<file path="src/verilog/byte_mask_pkg.sv">
/*
 * constants of the byte-lane masked double-rate write port: register offsets,
 * control and status field positions, reset values and the capture states.
 * assumes a 32-bit register bus with one aligned word per register.
 */
package byte_mask_pkg;

   // ************************************************************
   // register map (byte addresses)
   // ************************************************************
   localparam logic [7:0] CTRL_OFFS = 8'h00;
   localparam logic [7:0] STATUS_OFFS = 8'h04;
   localparam logic [7:0] RD_SEL_OFFS = 8'h08;
   localparam logic [7:0] RD_LO_OFFS = 8'h0C;
   localparam logic [7:0] RD_HI_OFFS = 8'h10;
   localparam logic [7:0] WR_COUNT_OFFS = 8'h14;

   // ************************************************************
   // field positions and reset values
   // ************************************************************
   localparam int CTRL_WIDE_BIT = 0;
   localparam int CTRL_HOLD_BIT = 1;
   localparam logic [1:0] CTRL_RESET = 2'h0;
   localparam int STATUS_OVF_BIT = 0;
   localparam int STATUS_BUSY_BIT = 1;
   localparam int STATUS_COUNT_LSB = 4;
   localparam int RD_SEL_WORD_BIT = 8;
   localparam logic [15:0] WR_COUNT_RESET = 16'h0000;

   // ************************************************************
   // bus answers and geometry
   // ************************************************************
   localparam logic [1:0] RESP_OKAY = 2'h0;
   localparam logic [1:0] RESP_SLVERR = 2'h2;
   localparam int NARROW_LANES = 2;
   localparam int BUF_DEPTH = 2;

   typedef enum logic [0:0] {
      CAP_IDLE,
      CAP_WAIT_SECOND
   } cap_state_e;

endpackage : byte_mask_pkg

</file>
<file path="src/verilog/byte_mask_write_port.sv">
/*
 * double-rate write port of a burst-of-two pipelined memory with 9-bit
 * byte-lane write masking, 18-bit or 36-bit organisation, register access
 * over an axi4-lite slave, a two-entry write buffer and the array itself.
 * assumes the main input clock and its complement arrive as pins slower
 * than aclk, so their rising edges are found after a two-stage synchroniser.
 */
// Function
// RULE1: narrow mode, both selects low: all 18 bits of the word written.
// RULE2: narrow mode, select 0 only low: bits 8..0 written, 17..9 kept.
// RULE3: narrow mode, select 1 only low: bits 17..9 written, 8..0 kept.
// RULE4: narrow mode, both selects high: that word writes nothing.
// RULE5: wide mode, all four selects low: all 36 bits written.
// RULE6: wide mode, only select 0 low: bits 8..0 written, 35..9 kept.
// RULE7: wide mode, selects 1,2,3 alone write 17..9, 26..18, 35..27.
// RULE8: wide mode, all four selects high: no array update for that word.
// RULE9: after power-up the port is deselected and idle.
// RULE10: each word of a burst uses its own select values.
// RULE11: controller should stop clocks with main equal complement, outputs high; the controller model stops both clocks low.
// RULE12: port select low at main rise starts write; word 1, address on complement.
// RULE13: selects are sampled on the same edge that captures their word.
// RULE14: each select governs only its own lane; any mix writes low-select lanes.
`timescale 1ns/1ps
module byte_mask_write_port #(
   parameter int ADDR_W = 4,
   parameter int LANES = 4,
   parameter int LANE_W = 9
) (
   input wire logic aclk,
   input wire logic aresetn,
   input wire logic clk_en,
   // memory-side pins
   input wire logic main_clk,
   input wire logic main_clk_b,
   input wire logic write_port_select_n,
   input wire logic [LANES-1:0] byte_lane_write_select_n,
   input wire logic [ADDR_W-1:0] wr_addr,
   input wire logic [LANES*LANE_W-1:0] wr_data,
   output logic wr_buf_ready,
   // axi4-lite slave
   input wire logic [7:0] s_axi_awaddr,
   input wire logic s_axi_awvalid,
   output logic s_axi_awready,
   input wire logic [31:0] s_axi_wdata,
   input wire logic [3:0] s_axi_wstrb,
   input wire logic s_axi_wvalid,
   output logic s_axi_wready,
   output logic [1:0] s_axi_bresp,
   output logic s_axi_bvalid,
   input wire logic s_axi_bready,
   input wire logic [7:0] s_axi_araddr,
   input wire logic s_axi_arvalid,
   output logic s_axi_arready,
   output logic [31:0] s_axi_rdata,
   output logic [1:0] s_axi_rresp,
   output logic s_axi_rvalid,
   input wire logic s_axi_rready
);

   localparam int DW = LANES * LANE_W;

   generate
      if (LANES != 4 || LANE_W != 9 || ADDR_W < 1 || ADDR_W > 8) begin : g_bad_param
         $error("byte_mask_write_port: needs 4 lanes of 9 bits and 1..8 address bits");
      end
   endgenerate

   // ************************************************************
   // lane mask and merge
   // ************************************************************
   // a low select opens its own lane only; narrow mode never opens lanes 2 and 3
   function automatic logic [DW-1:0] lane_mask(input logic [LANES-1:0] sel_n, input logic wide);
      logic [DW-1:0] m;
      m = '0;
      for (int i = 0; i < LANES; i++) begin
         if (!sel_n[i] && (wide || i < byte_mask_pkg::NARROW_LANES)) begin
            m[i*LANE_W +: LANE_W] = {LANE_W{1'b1}}; // RULE14
         end
      end
      return m;
   endfunction : lane_mask

   function automatic logic [DW-1:0] merge(input logic [DW-1:0] old, input logic [DW-1:0] nw,
                                           input logic [DW-1:0] m);
      return (old & ~m) | (nw & m);
   endfunction : merge

   // ************************************************************
   // pin synchronisers
   // ************************************************************
   localparam int PIN_W = 3 + LANES + ADDR_W + DW;
   logic [PIN_W-1:0] pin_s1_q;
   logic [PIN_W-1:0] pin_s2_q;
   logic main_clk_d1_q;
   logic main_clk_b_d1_q;

   always_ff @(posedge aclk) begin
      if (!aresetn) begin
         pin_s1_q <= '0;
         pin_s2_q <= '0;
         main_clk_d1_q <= 1'b0;
         main_clk_b_d1_q <= 1'b0;
      end else if (clk_en) begin
         pin_s1_q <= {main_clk, main_clk_b, write_port_select_n, byte_lane_write_select_n,
                      wr_addr, wr_data};
         pin_s2_q <= pin_s1_q;
         main_clk_d1_q <= pin_s2_q[PIN_W-1];
         main_clk_b_d1_q <= pin_s2_q[PIN_W-2];
      end
   end

   logic main_rise;
   logic comp_rise;
   logic port_sel_n;
   logic [LANES-1:0] sel_n;
   logic [ADDR_W-1:0] pin_addr;
   logic [DW-1:0] pin_data;
   assign main_rise = pin_s2_q[PIN_W-1] && !main_clk_d1_q;
   assign comp_rise = pin_s2_q[PIN_W-2] && !main_clk_b_d1_q;
   assign port_sel_n = pin_s2_q[PIN_W-3];
   assign sel_n = pin_s2_q[DW+ADDR_W +: LANES];
   assign pin_addr = pin_s2_q[DW +: ADDR_W];
   assign pin_data = pin_s2_q[DW-1:0];

   // ************************************************************
   // control register
   // ************************************************************
   logic wide_q;
   logic hold_q;

   // ************************************************************
   // burst capture
   // ************************************************************
   byte_mask_pkg::cap_state_e cap_state_q;
   logic [DW-1:0] first_data_q;
   logic [DW-1:0] first_mask_q;
   logic push;
   logic [2*DW+ADDR_W+2*DW-1:0] push_word;

   always_ff @(posedge aclk) begin
      if (!aresetn) begin
         cap_state_q <= byte_mask_pkg::CAP_IDLE; // RULE9
         first_data_q <= '0;
         first_mask_q <= '0;
      end else if (clk_en) begin
         case (cap_state_q)
            byte_mask_pkg::CAP_IDLE: begin
               if (main_rise && !port_sel_n) begin
                  first_data_q <= pin_data; // RULE12
                  first_mask_q <= lane_mask(sel_n, wide_q); // RULE13
                  cap_state_q <= byte_mask_pkg::CAP_WAIT_SECOND;
               end
            end
            byte_mask_pkg::CAP_WAIT_SECOND: begin
               if (comp_rise) begin
                  cap_state_q <= byte_mask_pkg::CAP_IDLE; // RULE12
               end
            end
            default: cap_state_q <= byte_mask_pkg::CAP_IDLE;
         endcase
      end
   end

   // second word takes its own selects on the complementary edge
   assign push = (cap_state_q == byte_mask_pkg::CAP_WAIT_SECOND) && comp_rise; // RULE10
   assign push_word = {pin_addr, first_data_q, first_mask_q, pin_data,
                       lane_mask(sel_n, wide_q)}; // RULE13

   // ************************************************************
   // two-entry write buffer and array
   // ************************************************************
   // a stalled drain (hold bit) lets the buffer fill; a burst that finds it
   // full is dropped and flagged, since the pins cannot be pushed back
   logic [$bits(push_word)-1:0] buf_q [byte_mask_pkg::BUF_DEPTH];
   logic [1:0] buf_count_q;
   logic buf_wr_ptr_q;
   logic buf_rd_ptr_q;
   logic [DW-1:0] mem_lo_q [2**ADDR_W];
   logic [DW-1:0] mem_hi_q [2**ADDR_W];
   logic buf_in_ready;
   logic buf_out_valid;
   logic pop;
   logic do_push;
   logic ovf_set;
   logic [$bits(push_word)-1:0] head;
   logic [ADDR_W-1:0] head_addr;

   assign buf_in_ready = buf_count_q != 2'(byte_mask_pkg::BUF_DEPTH);
   assign buf_out_valid = buf_count_q != 2'h0;
   assign pop = buf_out_valid && !hold_q;
   assign do_push = push && buf_in_ready;
   assign ovf_set = push && !buf_in_ready;
   assign head = buf_q[buf_rd_ptr_q];
   assign head_addr = head[4*DW +: ADDR_W];

   always_ff @(posedge aclk) begin
      if (!aresetn) begin
         buf_count_q <= 2'h0;
         buf_wr_ptr_q <= 1'b0;
         buf_rd_ptr_q <= 1'b0;
         wr_buf_ready <= 1'b1;
      end else if (clk_en) begin
         if (do_push) begin
            buf_wr_ptr_q <= !buf_wr_ptr_q;
         end
         if (pop) begin
            buf_rd_ptr_q <= !buf_rd_ptr_q;
         end
         if (do_push && !pop) begin
            buf_count_q <= buf_count_q + 2'h1;
         end else if (pop && !do_push) begin
            buf_count_q <= buf_count_q - 2'h1;
         end
         wr_buf_ready <= (buf_count_q - 2'(pop) + 2'(do_push)) != 2'(byte_mask_pkg::BUF_DEPTH);
      end
   end

   always_ff @(posedge aclk) begin
      if (clk_en && do_push) begin
         buf_q[buf_wr_ptr_q] <= push_word;
      end
   end

   // an all-zero mask leaves the word untouched: no lane update at all
   always_ff @(posedge aclk) begin
      if (clk_en && pop) begin
         mem_lo_q[head_addr] <= merge(mem_lo_q[head_addr], head[3*DW +: DW],
                                      head[2*DW +: DW]); // RULE1 RULE2 RULE3 RULE4
         mem_hi_q[head_addr] <= merge(mem_hi_q[head_addr], head[DW +: DW],
                                      head[0 +: DW]); // RULE5 RULE6 RULE7 RULE8
      end
   end

   // ************************************************************
   // axi4-lite slave
   // ************************************************************
   logic aw_got_q;
   logic w_got_q;
   logic [7:0] aw_addr_q;
   logic [31:0] w_data_q;
   logic [3:0] w_strb_q;
   logic ovf_q;
   logic [15:0] wr_count_q;
   logic [8:0] rd_sel_q;
   logic wr_fire;
   logic ovf_clr;

   assign wr_fire = aw_got_q && w_got_q && !s_axi_bvalid;
   assign ovf_clr = wr_fire && aw_addr_q == byte_mask_pkg::STATUS_OFFS && w_strb_q[0]
                    && w_data_q[byte_mask_pkg::STATUS_OVF_BIT];

   always_ff @(posedge aclk) begin
      if (!aresetn) begin
         aw_got_q <= 1'b0;
         w_got_q <= 1'b0;
         aw_addr_q <= 8'h00;
         w_data_q <= 32'h00000000;
         w_strb_q <= 4'h0;
         s_axi_awready <= 1'b0;
         s_axi_wready <= 1'b0;
         s_axi_bvalid <= 1'b0;
         s_axi_bresp <= byte_mask_pkg::RESP_OKAY;
      end else if (clk_en) begin
         s_axi_awready <= !aw_got_q && !(s_axi_awvalid && s_axi_awready);
         s_axi_wready <= !w_got_q && !(s_axi_wvalid && s_axi_wready);
         if (s_axi_awvalid && s_axi_awready) begin
            aw_got_q <= 1'b1;
            aw_addr_q <= s_axi_awaddr;
         end
         if (s_axi_wvalid && s_axi_wready) begin
            w_got_q <= 1'b1;
            w_data_q <= s_axi_wdata;
            w_strb_q <= s_axi_wstrb;
         end
         if (wr_fire) begin
            s_axi_bvalid <= 1'b1;
            if (aw_addr_q == byte_mask_pkg::CTRL_OFFS || aw_addr_q == byte_mask_pkg::STATUS_OFFS
                || aw_addr_q == byte_mask_pkg::RD_SEL_OFFS) begin
               s_axi_bresp <= byte_mask_pkg::RESP_OKAY;
            end else begin
               s_axi_bresp <= byte_mask_pkg::RESP_SLVERR;
            end
         end else if (s_axi_bvalid && s_axi_bready) begin
            s_axi_bvalid <= 1'b0;
            aw_got_q <= 1'b0;
            w_got_q <= 1'b0;
         end
      end
   end

   always_ff @(posedge aclk) begin
      if (!aresetn) begin
         wide_q <= byte_mask_pkg::CTRL_RESET[byte_mask_pkg::CTRL_WIDE_BIT];
         hold_q <= byte_mask_pkg::CTRL_RESET[byte_mask_pkg::CTRL_HOLD_BIT];
         rd_sel_q <= 9'h000;
      end else if (clk_en && wr_fire) begin
         if (aw_addr_q == byte_mask_pkg::CTRL_OFFS && w_strb_q[0]) begin
            wide_q <= w_data_q[byte_mask_pkg::CTRL_WIDE_BIT];
            hold_q <= w_data_q[byte_mask_pkg::CTRL_HOLD_BIT];
         end else if (aw_addr_q == byte_mask_pkg::RD_SEL_OFFS) begin
            if (w_strb_q[0]) begin
               rd_sel_q[7:0] <= w_data_q[7:0];
            end
            if (w_strb_q[1]) begin
               rd_sel_q[8] <= w_data_q[byte_mask_pkg::RD_SEL_WORD_BIT];
            end
         end
      end
   end

   // set wins over a software clear in the same cycle
   always_ff @(posedge aclk) begin
      if (!aresetn) begin
         ovf_q <= 1'b0;
         wr_count_q <= byte_mask_pkg::WR_COUNT_RESET;
      end else if (clk_en) begin
         if (ovf_set) begin
            ovf_q <= 1'b1;
         end else if (ovf_clr) begin
            ovf_q <= 1'b0;
         end
         if (pop) begin
            wr_count_q <= wr_count_q + 16'h0001;
         end
      end
   end

   logic [DW-1:0] rd_word;
   logic [ADDR_W-1:0] rd_index;
   assign rd_index = rd_sel_q[ADDR_W-1:0];
   assign rd_word = rd_sel_q[8] ? mem_hi_q[rd_index] : mem_lo_q[rd_index];

   always_ff @(posedge aclk) begin
      if (!aresetn) begin
         s_axi_arready <= 1'b0;
         s_axi_rvalid <= 1'b0;
         s_axi_rdata <= 32'h00000000;
         s_axi_rresp <= byte_mask_pkg::RESP_OKAY;
      end else if (clk_en) begin
         s_axi_arready <= !s_axi_rvalid && !(s_axi_arvalid && s_axi_arready);
         if (s_axi_arvalid && s_axi_arready) begin
            s_axi_rvalid <= 1'b1;
            s_axi_rresp <= byte_mask_pkg::RESP_OKAY;
            s_axi_rdata <= 32'h00000000;
            if (s_axi_araddr == byte_mask_pkg::CTRL_OFFS) begin
               s_axi_rdata[byte_mask_pkg::CTRL_WIDE_BIT] <= wide_q;
               s_axi_rdata[byte_mask_pkg::CTRL_HOLD_BIT] <= hold_q;
            end else if (s_axi_araddr == byte_mask_pkg::STATUS_OFFS) begin
               s_axi_rdata[byte_mask_pkg::STATUS_OVF_BIT] <= ovf_q;
               s_axi_rdata[byte_mask_pkg::STATUS_BUSY_BIT] <=
                  cap_state_q != byte_mask_pkg::CAP_IDLE;
               s_axi_rdata[byte_mask_pkg::STATUS_COUNT_LSB +: 2] <= buf_count_q;
            end else if (s_axi_araddr == byte_mask_pkg::RD_SEL_OFFS) begin
               s_axi_rdata[8:0] <= rd_sel_q;
            end else if (s_axi_araddr == byte_mask_pkg::RD_LO_OFFS) begin
               s_axi_rdata <= rd_word[31:0];
            end else if (s_axi_araddr == byte_mask_pkg::RD_HI_OFFS) begin
               s_axi_rdata[DW-33:0] <= rd_word[DW-1:32];
            end else if (s_axi_araddr == byte_mask_pkg::WR_COUNT_OFFS) begin
               s_axi_rdata[15:0] <= wr_count_q;
            end else begin
               s_axi_rresp <= byte_mask_pkg::RESP_SLVERR;
            end
         end else if (s_axi_rvalid && s_axi_rready) begin
            s_axi_rvalid <= 1'b0;
         end
      end
   end

endmodule : byte_mask_write_port
</file>
<file path="config.mk">
export PLATFORM = sky130hd
export DESIGN_NAME = byte_mask_write_port
export DESIGN_NICKNAME = d
export VERILOG_FILES = /design/src/verilog/byte_mask_pkg.sv /design/src/verilog/byte_mask_write_port.sv
export SDC_FILE = /design/constraint.sdc
export NUM_CORES = 2
export LEC_CHECK = 0
export BUFFER_PORTS_ARGS = -buffer_cell sky130_fd_sc_hd__buf_2
export CORE_AREA = 2 2 333 418
export DETAILED_ROUTE_END_ITERATION = 16
export DIE_AREA = 0 0 335 420
export MAX_ROUTING_LAYER = met4
export PLACE_DENSITY = 0.7
export SLEW_MARGIN = 0
export SYNTH_ARGS = -nofsm -noshare
export SYNTH_HDL_FRONTEND = slang
export SYNTH_SLANG_ARGS = --single-unit
</file>
<file path="constraint.sdc">
create_clock -name aclk -period 11.54 [get_ports aclk]
set_input_delay 1.154 -clock aclk [delete_from_list [all_inputs] [get_ports aclk]]
set_output_delay 1.154 -clock aclk [all_outputs]
set_load 0.01 [all_outputs]
</file>
# --- Yosys cells after proc, flatten, opt, wreduce, memory -nomap -nowiden ---
# Memory sizes are Yosys's and may differ from the RTL's. A register that Yosys moved wholly into a read port is not among the register bits.
# Cells that the tools add are included.
totals:
  memories: 3
  elab_cells: 178
  reg_bits: 264
  mem_bits_rw: 1448
  inputBits: 107
op_classes:
  n_reduce_logical: 69
  n_bitwise: 10
  mux: 52
  eq_ne: 9
  add_sub_neg: 5
mem_list:
  columns: ["name", "depth", "word_bits", "rd", "rd_ports_with_merged_regs", "write_ports", "line", "rtl"]
  rows:
  - ["mem_hi_q", 16, 36, 2, 1, 1, "byte_mask_write_port.sv:179", "logic [DW-1:0] mem_hi_q [2**ADDR_W];"]
  - ["mem_lo_q", 16, 36, 2, 1, 1, "byte_mask_write_port.sv:178", "logic [DW-1:0] mem_lo_q [2**ADDR_W];"]
  - ["buf_q", 2, 148, 1, 1, 1, "byte_mask_write_port.sv:174", "logic [$bits(push_word)-1:0] buf_q [byte_mask_pkg::BUF_DEPTH];"]
op_table:
  columns: ["operator", "count"]
  rows:
  - ["36-bit bitwise AND", 4]
  - ["36-bit inverter", 2]
  - ["36-bit bitwise OR", 2]
  - ["16-bit two-way mux", 3]
  - ["9-bit two-way mux", 5]
  - ["36-bit two-way mux", 1]
  - ["30-bit two-way mux", 1]
  - ["1-bit logical AND", 28]
  - ["2-bit two-way mux", 13]
  - ["26-bit two-way mux", 1]
  - ["8-bit by 4-bit equality test with 1-bit output (second input constant)", 3]
  - ["23-bit two-way mux", 1]
  - ["2-bit AND reduction", 11]
  - ["1-bit two-way mux", 20]
  - ["4-bit two-way mux", 5]
  - ["1-bit zero test", 18]
  - ["16-bit by 1-bit adder with 16-bit output (second input constant)", 1]
  - ["8-bit by 3-bit equality test with 1-bit output (second input constant)", 2]
  - ["8-bit by 5-bit equality test with 1-bit output (second input constant)", 2]
  - ["8-bit zero test", 2]
  - ["12-bit two-way mux", 1]
  - ["2-bit nonzero test", 5]
  - ["4-bit AND reduction", 2]
  - ["2-bit inequality test (second input constant)", 2]
  - ["8 further kinds", 10]

# --- Depth between registers and ports, before layout ---
logic_depth:
  depth_word: 8
  ltp_mapped: 12
  ltp_nobuf: 12

# --- Least setup slack after synthesis ---
# OpenSTA, ideal clock, no wires.
synth_path:
  path_type: "input-to-reg"
  start: "in clk_en"
  end: "mem mem_hi_q[14][0] (netlist bit), enable pin"
  setup_slack_ns: 4.057
  stages: 5
  setup_time_ns: 0.590
  path_buffers: 2
  arrival_time_ns: 6.893
  path_cell_list: "clkbuf_1 and2_1 clkbuf_1 nand3_1 nor3_1"
synth_via:
  elab_chain_cells: 3
synth_rtl:
  columns: ["item", "line", "rtl"]
  rows:
  - ["start, declared", "byte_mask_write_port.sv:31", "input wire logic clk_en,"]
  - ["1-bit logical AND", "byte_mask_write_port.sv:226", "if (clk_en && pop) begin"]
  - ["1-bit two-way mux", "byte_mask_write_port.sv:226", null]
  - ["1-bit two-way mux (implied by the code)", "byte_mask_write_port.sv:229", "mem_hi_q[head_addr] <= merge(mem_hi_q[head_addr], head[DW +: DW],"]
  - ["end, declared", "byte_mask_write_port.sv:179", null]
# Every way passes these cells.

==> run summary <==
Status = finished clean
Crit path buffers/inverters = 4
Fraction of registers with async set/reset = 0%
# placed instances = 5645
Max_slew headroom = 14.9%
First-pass GRT wire length = 262000 µm
H-tree Lvls = 4
Initial antenna violation count = 3
Max Slew Vio Count = 0
Nets = 4127
Per-cell routed wire length = 30.3 µm
Largest net degree at the start of global routing = 136
Die area = 141000 µm²
Post-DP HPWL = 101000 µm
Crit path cell chain = buf_4 > mux2i_4 > buf_4 > buf_4 > buf_4 > nand2_1 > nand3_1 > o21ai_0 > a21oi_1
Vias in the first global route = 38810
CTS Hold Buffers Added = 0
Post-cts gate resize count = 0
Crit-path leading delay family = buffers and inverters
Critical Path Source Type = flip-flop
Number of flops mapped to enable cells by yosys = 1320
Hold/Removal Path Class = flip-flop to flip-flop
Place WS = 6.00 ns
Via Count = 39189
Row count = 152
Core Region = 137000 µm²
CTS Sinks = 1555
PwrDens = 150 nW/µm²
Arr. time, crit path = 5.96 ns
Crit-path slowest cell = buf_4
Synth Instances = 3934
MaxCap Viol Count = 0
CTS tree = built
Synthesis-to-layout area growth = 10.5%
Via/cell ratio = 6.63
Post-CTS setup buffer count = 0
Setup TNS = 0 ns
Synth top area cells = edfxtp_1 (58%), mux4_2 (21%), dfxtp_1 (6.9%)
Clock root cell = clkbuf_16
Grt ovf = 0
CTS Buf Count = 140
Ys flop type = edfxtp_1
Worst Setup Slack, final = 5.99 ns
CP most frequent cell = buf_4
Crit path capture type = flip-flop
Data required, critical path = 11.95 ns
Synthesized area = 67900 µm²
Tmin final = 5.55 ns
Starting density of the core = 49.7%
Final wirelength = 179000 µm
DR iter-0 viols = 4782
Die height = 420 µm
Ys Warns = 0
IO buf count = 121
Gr usage total = 26.4%
Share of post-route cells with drive strength above 1 = 26.4%
Maximum root-to-sink buffer count = 3
Final period utilization = 48.1%
Drt first pass iters = 6
FF+latch count, synth = 1555
Netlist cell types = 60
Worst-path clk slew = 0.06 ns
Fmax achieved = 180 MHz
Ports = 149
Seq/Total Area, Yosys = 65.3%
DRT antenna net count = 0
Remaining DRCs = 0
Share of Yosys cell area claimed by the top area cell type = 58.4%
Routability congestion estimate = 0.820
Worst vdd ir = 0.137 mV
Pwr Total = 11.3 mW
Final Non-Filler Cells = 5908
Number of setup violations in the final report = 0
LEAKAGE = 23.8 nW
Unrepaired setup endpoints after global routing = false
Die X = 335 µm
CP max FO = 57
Average size of a mapped cell = 17.3 µm²
Critical path type = flip-flop to flip-flop
FF-to-FF setup slack = 5.99 ns
Yosys top cell by area = edfxtp_1
Setup Skew = 0.0250 ns
Final Hold Vio Count = 0
Worst-Margin Slew = 1.27 ns
Critical Path Max Stage Delay = 0.85 ns
Clk_lat worst skew = 0.77 ns
==> worst reg2reg max path: stages, from the launching register on <==
cell     delay [ns]
dfxtp_4        0.76
buf_4          0.59
mux2i_4        0.32
buf_4          0.67
buf_4          0.87
buf_4          0.74
nand2_1        0.16
nand3_1        0.12
o21ai_0        0.11
a21oi_1        0.85
==> Yosys cell counts, types with 8 or more instances <==
master    count
and3_1        8
buf_1        27
nand3_1     162
a21oi_1     169
edfxtp_1   1320
clkbuf_1    141
mux2_2       16
xor2_1       13
and2_1        8
mux2i_1     210
nor2b_1       9
nor3_1       19
buf_4        25
nand2_1     472
a211oi_1      9
a22oi_1      20
o21ai_0      96
nor2_1      168
dfxtp_1     235
buf_2        69
a222oi_1      8
inv_1        10
mux4_2      628
==> power by group <==
group,internal [mW],leakage [nW],switching (mW)
Sequential,6.13,14.2,0.0288
Clock,2.65,2.23,2.04
Combinational,0.145,7.41,0.266
Total,8.93,23.8,2.34
==> state kept, by name, indices dropped and copies added, names as in the netlist, 2 cells and up, named ones only <==
name,count
w_data_q,9
first_data_q,36
first_mask_q,4
mem_lo_q,576
buf_q,168
w_strb_q,2
buf_count_q,2
s_axi_rdata,32
pin_s2_q,47
pin_s1_q,47
rd_sel_q,9
aw_addr_q,8
wr_count_q,16
mem_hi_q,576
==> worst paths after layout <==
kind,from,endpoint,cells past startpoint
worst min register to register,s_axi_rdata[20]$_SDFFE_PN0P_,s_axi_rdata[20]$_SDFFE_PN0P_,2
worst max-delay path,flip-flop,mem_lo_q[11][11]$_DFFE_PP_,9
worst min-delay path,s_axi_rdata[20]$_SDFFE_PN0P_,s_axi_rdata[20]$_SDFFE_PN0P_,2
worst max register to register,flip-flop,mem_lo_q[11][11]$_DFFE_PP_,9
==> routing by layer <==
layer,vias to the layer above,global-route usage (%),wire (µm)
met5,-,-,0
met4,0,7.97,5830
met3,367,4.68,18400
met2,2295,41.5,87200
met1,20492,35.5,67800
li1,16035,-,-
==> through the flow <==
step                      util (%)  area (µm²)  hold WS (ns)
after floorplan                  -       67900         0.425
after detailed placement      51.6       70500         0.425
after global routing          55.0       75100         0.455
final                         55.0       75100         0.434
after global placement        51.6       70500         0.423
after CTS                     55.0       75100         0.434
==> placed cells by master (no fill, tap or decap), types with 9 or more instances in the layout <==
master / n
o21ai_0: 96
nand3_1: 162
clkbuf_1: 39
nor2_1: 157
a211oi_1: 9
nor3_1: 11
clkinv_1: 18
a21oi_1: 169
a22oi_1: 20
nor2b_1: 9
mux2i_1: 208
xor2_1: 13
mux2_2: 13
clkinv_2: 17
nand2_1: 472
bufinv_16: 10
buf_4: 82
clkbuf_8: 11
dfxtp_1: 230
clkbuf_16: 148
buf_2: 120
inv_1: 10
edfxtp_1: 1320
mux4_2: 628
nor2_4: 10
==> layout make-up <==
class,count,area (µm²)
timing repair buffer,207,1310
antenna,3,7.51
clock buffer,198,4000
fill,10446,61500
sequential,1555,44400
clock inverter,62,596
inverter,12,52.6
tap,1771,2220
multi-input combinational,2100,22500
==> logic make-up after synthesis <==
| kind of cell | synth area share [%] |
|---|---|
| flip-flops | 65.3 |
| AND/OR/NAND/NOR | 5.48 |
| multiplexers | 24.2 |
| AO/OA/AOI/OAI | 2.85 |
| buffers and inverters | 1.87 |
| XOR/XNOR | 0.258 |
| adder cells (fa/ha/maj) | 0.0737 |
| other | 0.00552 |
Power figures use the tool's default switching activity.
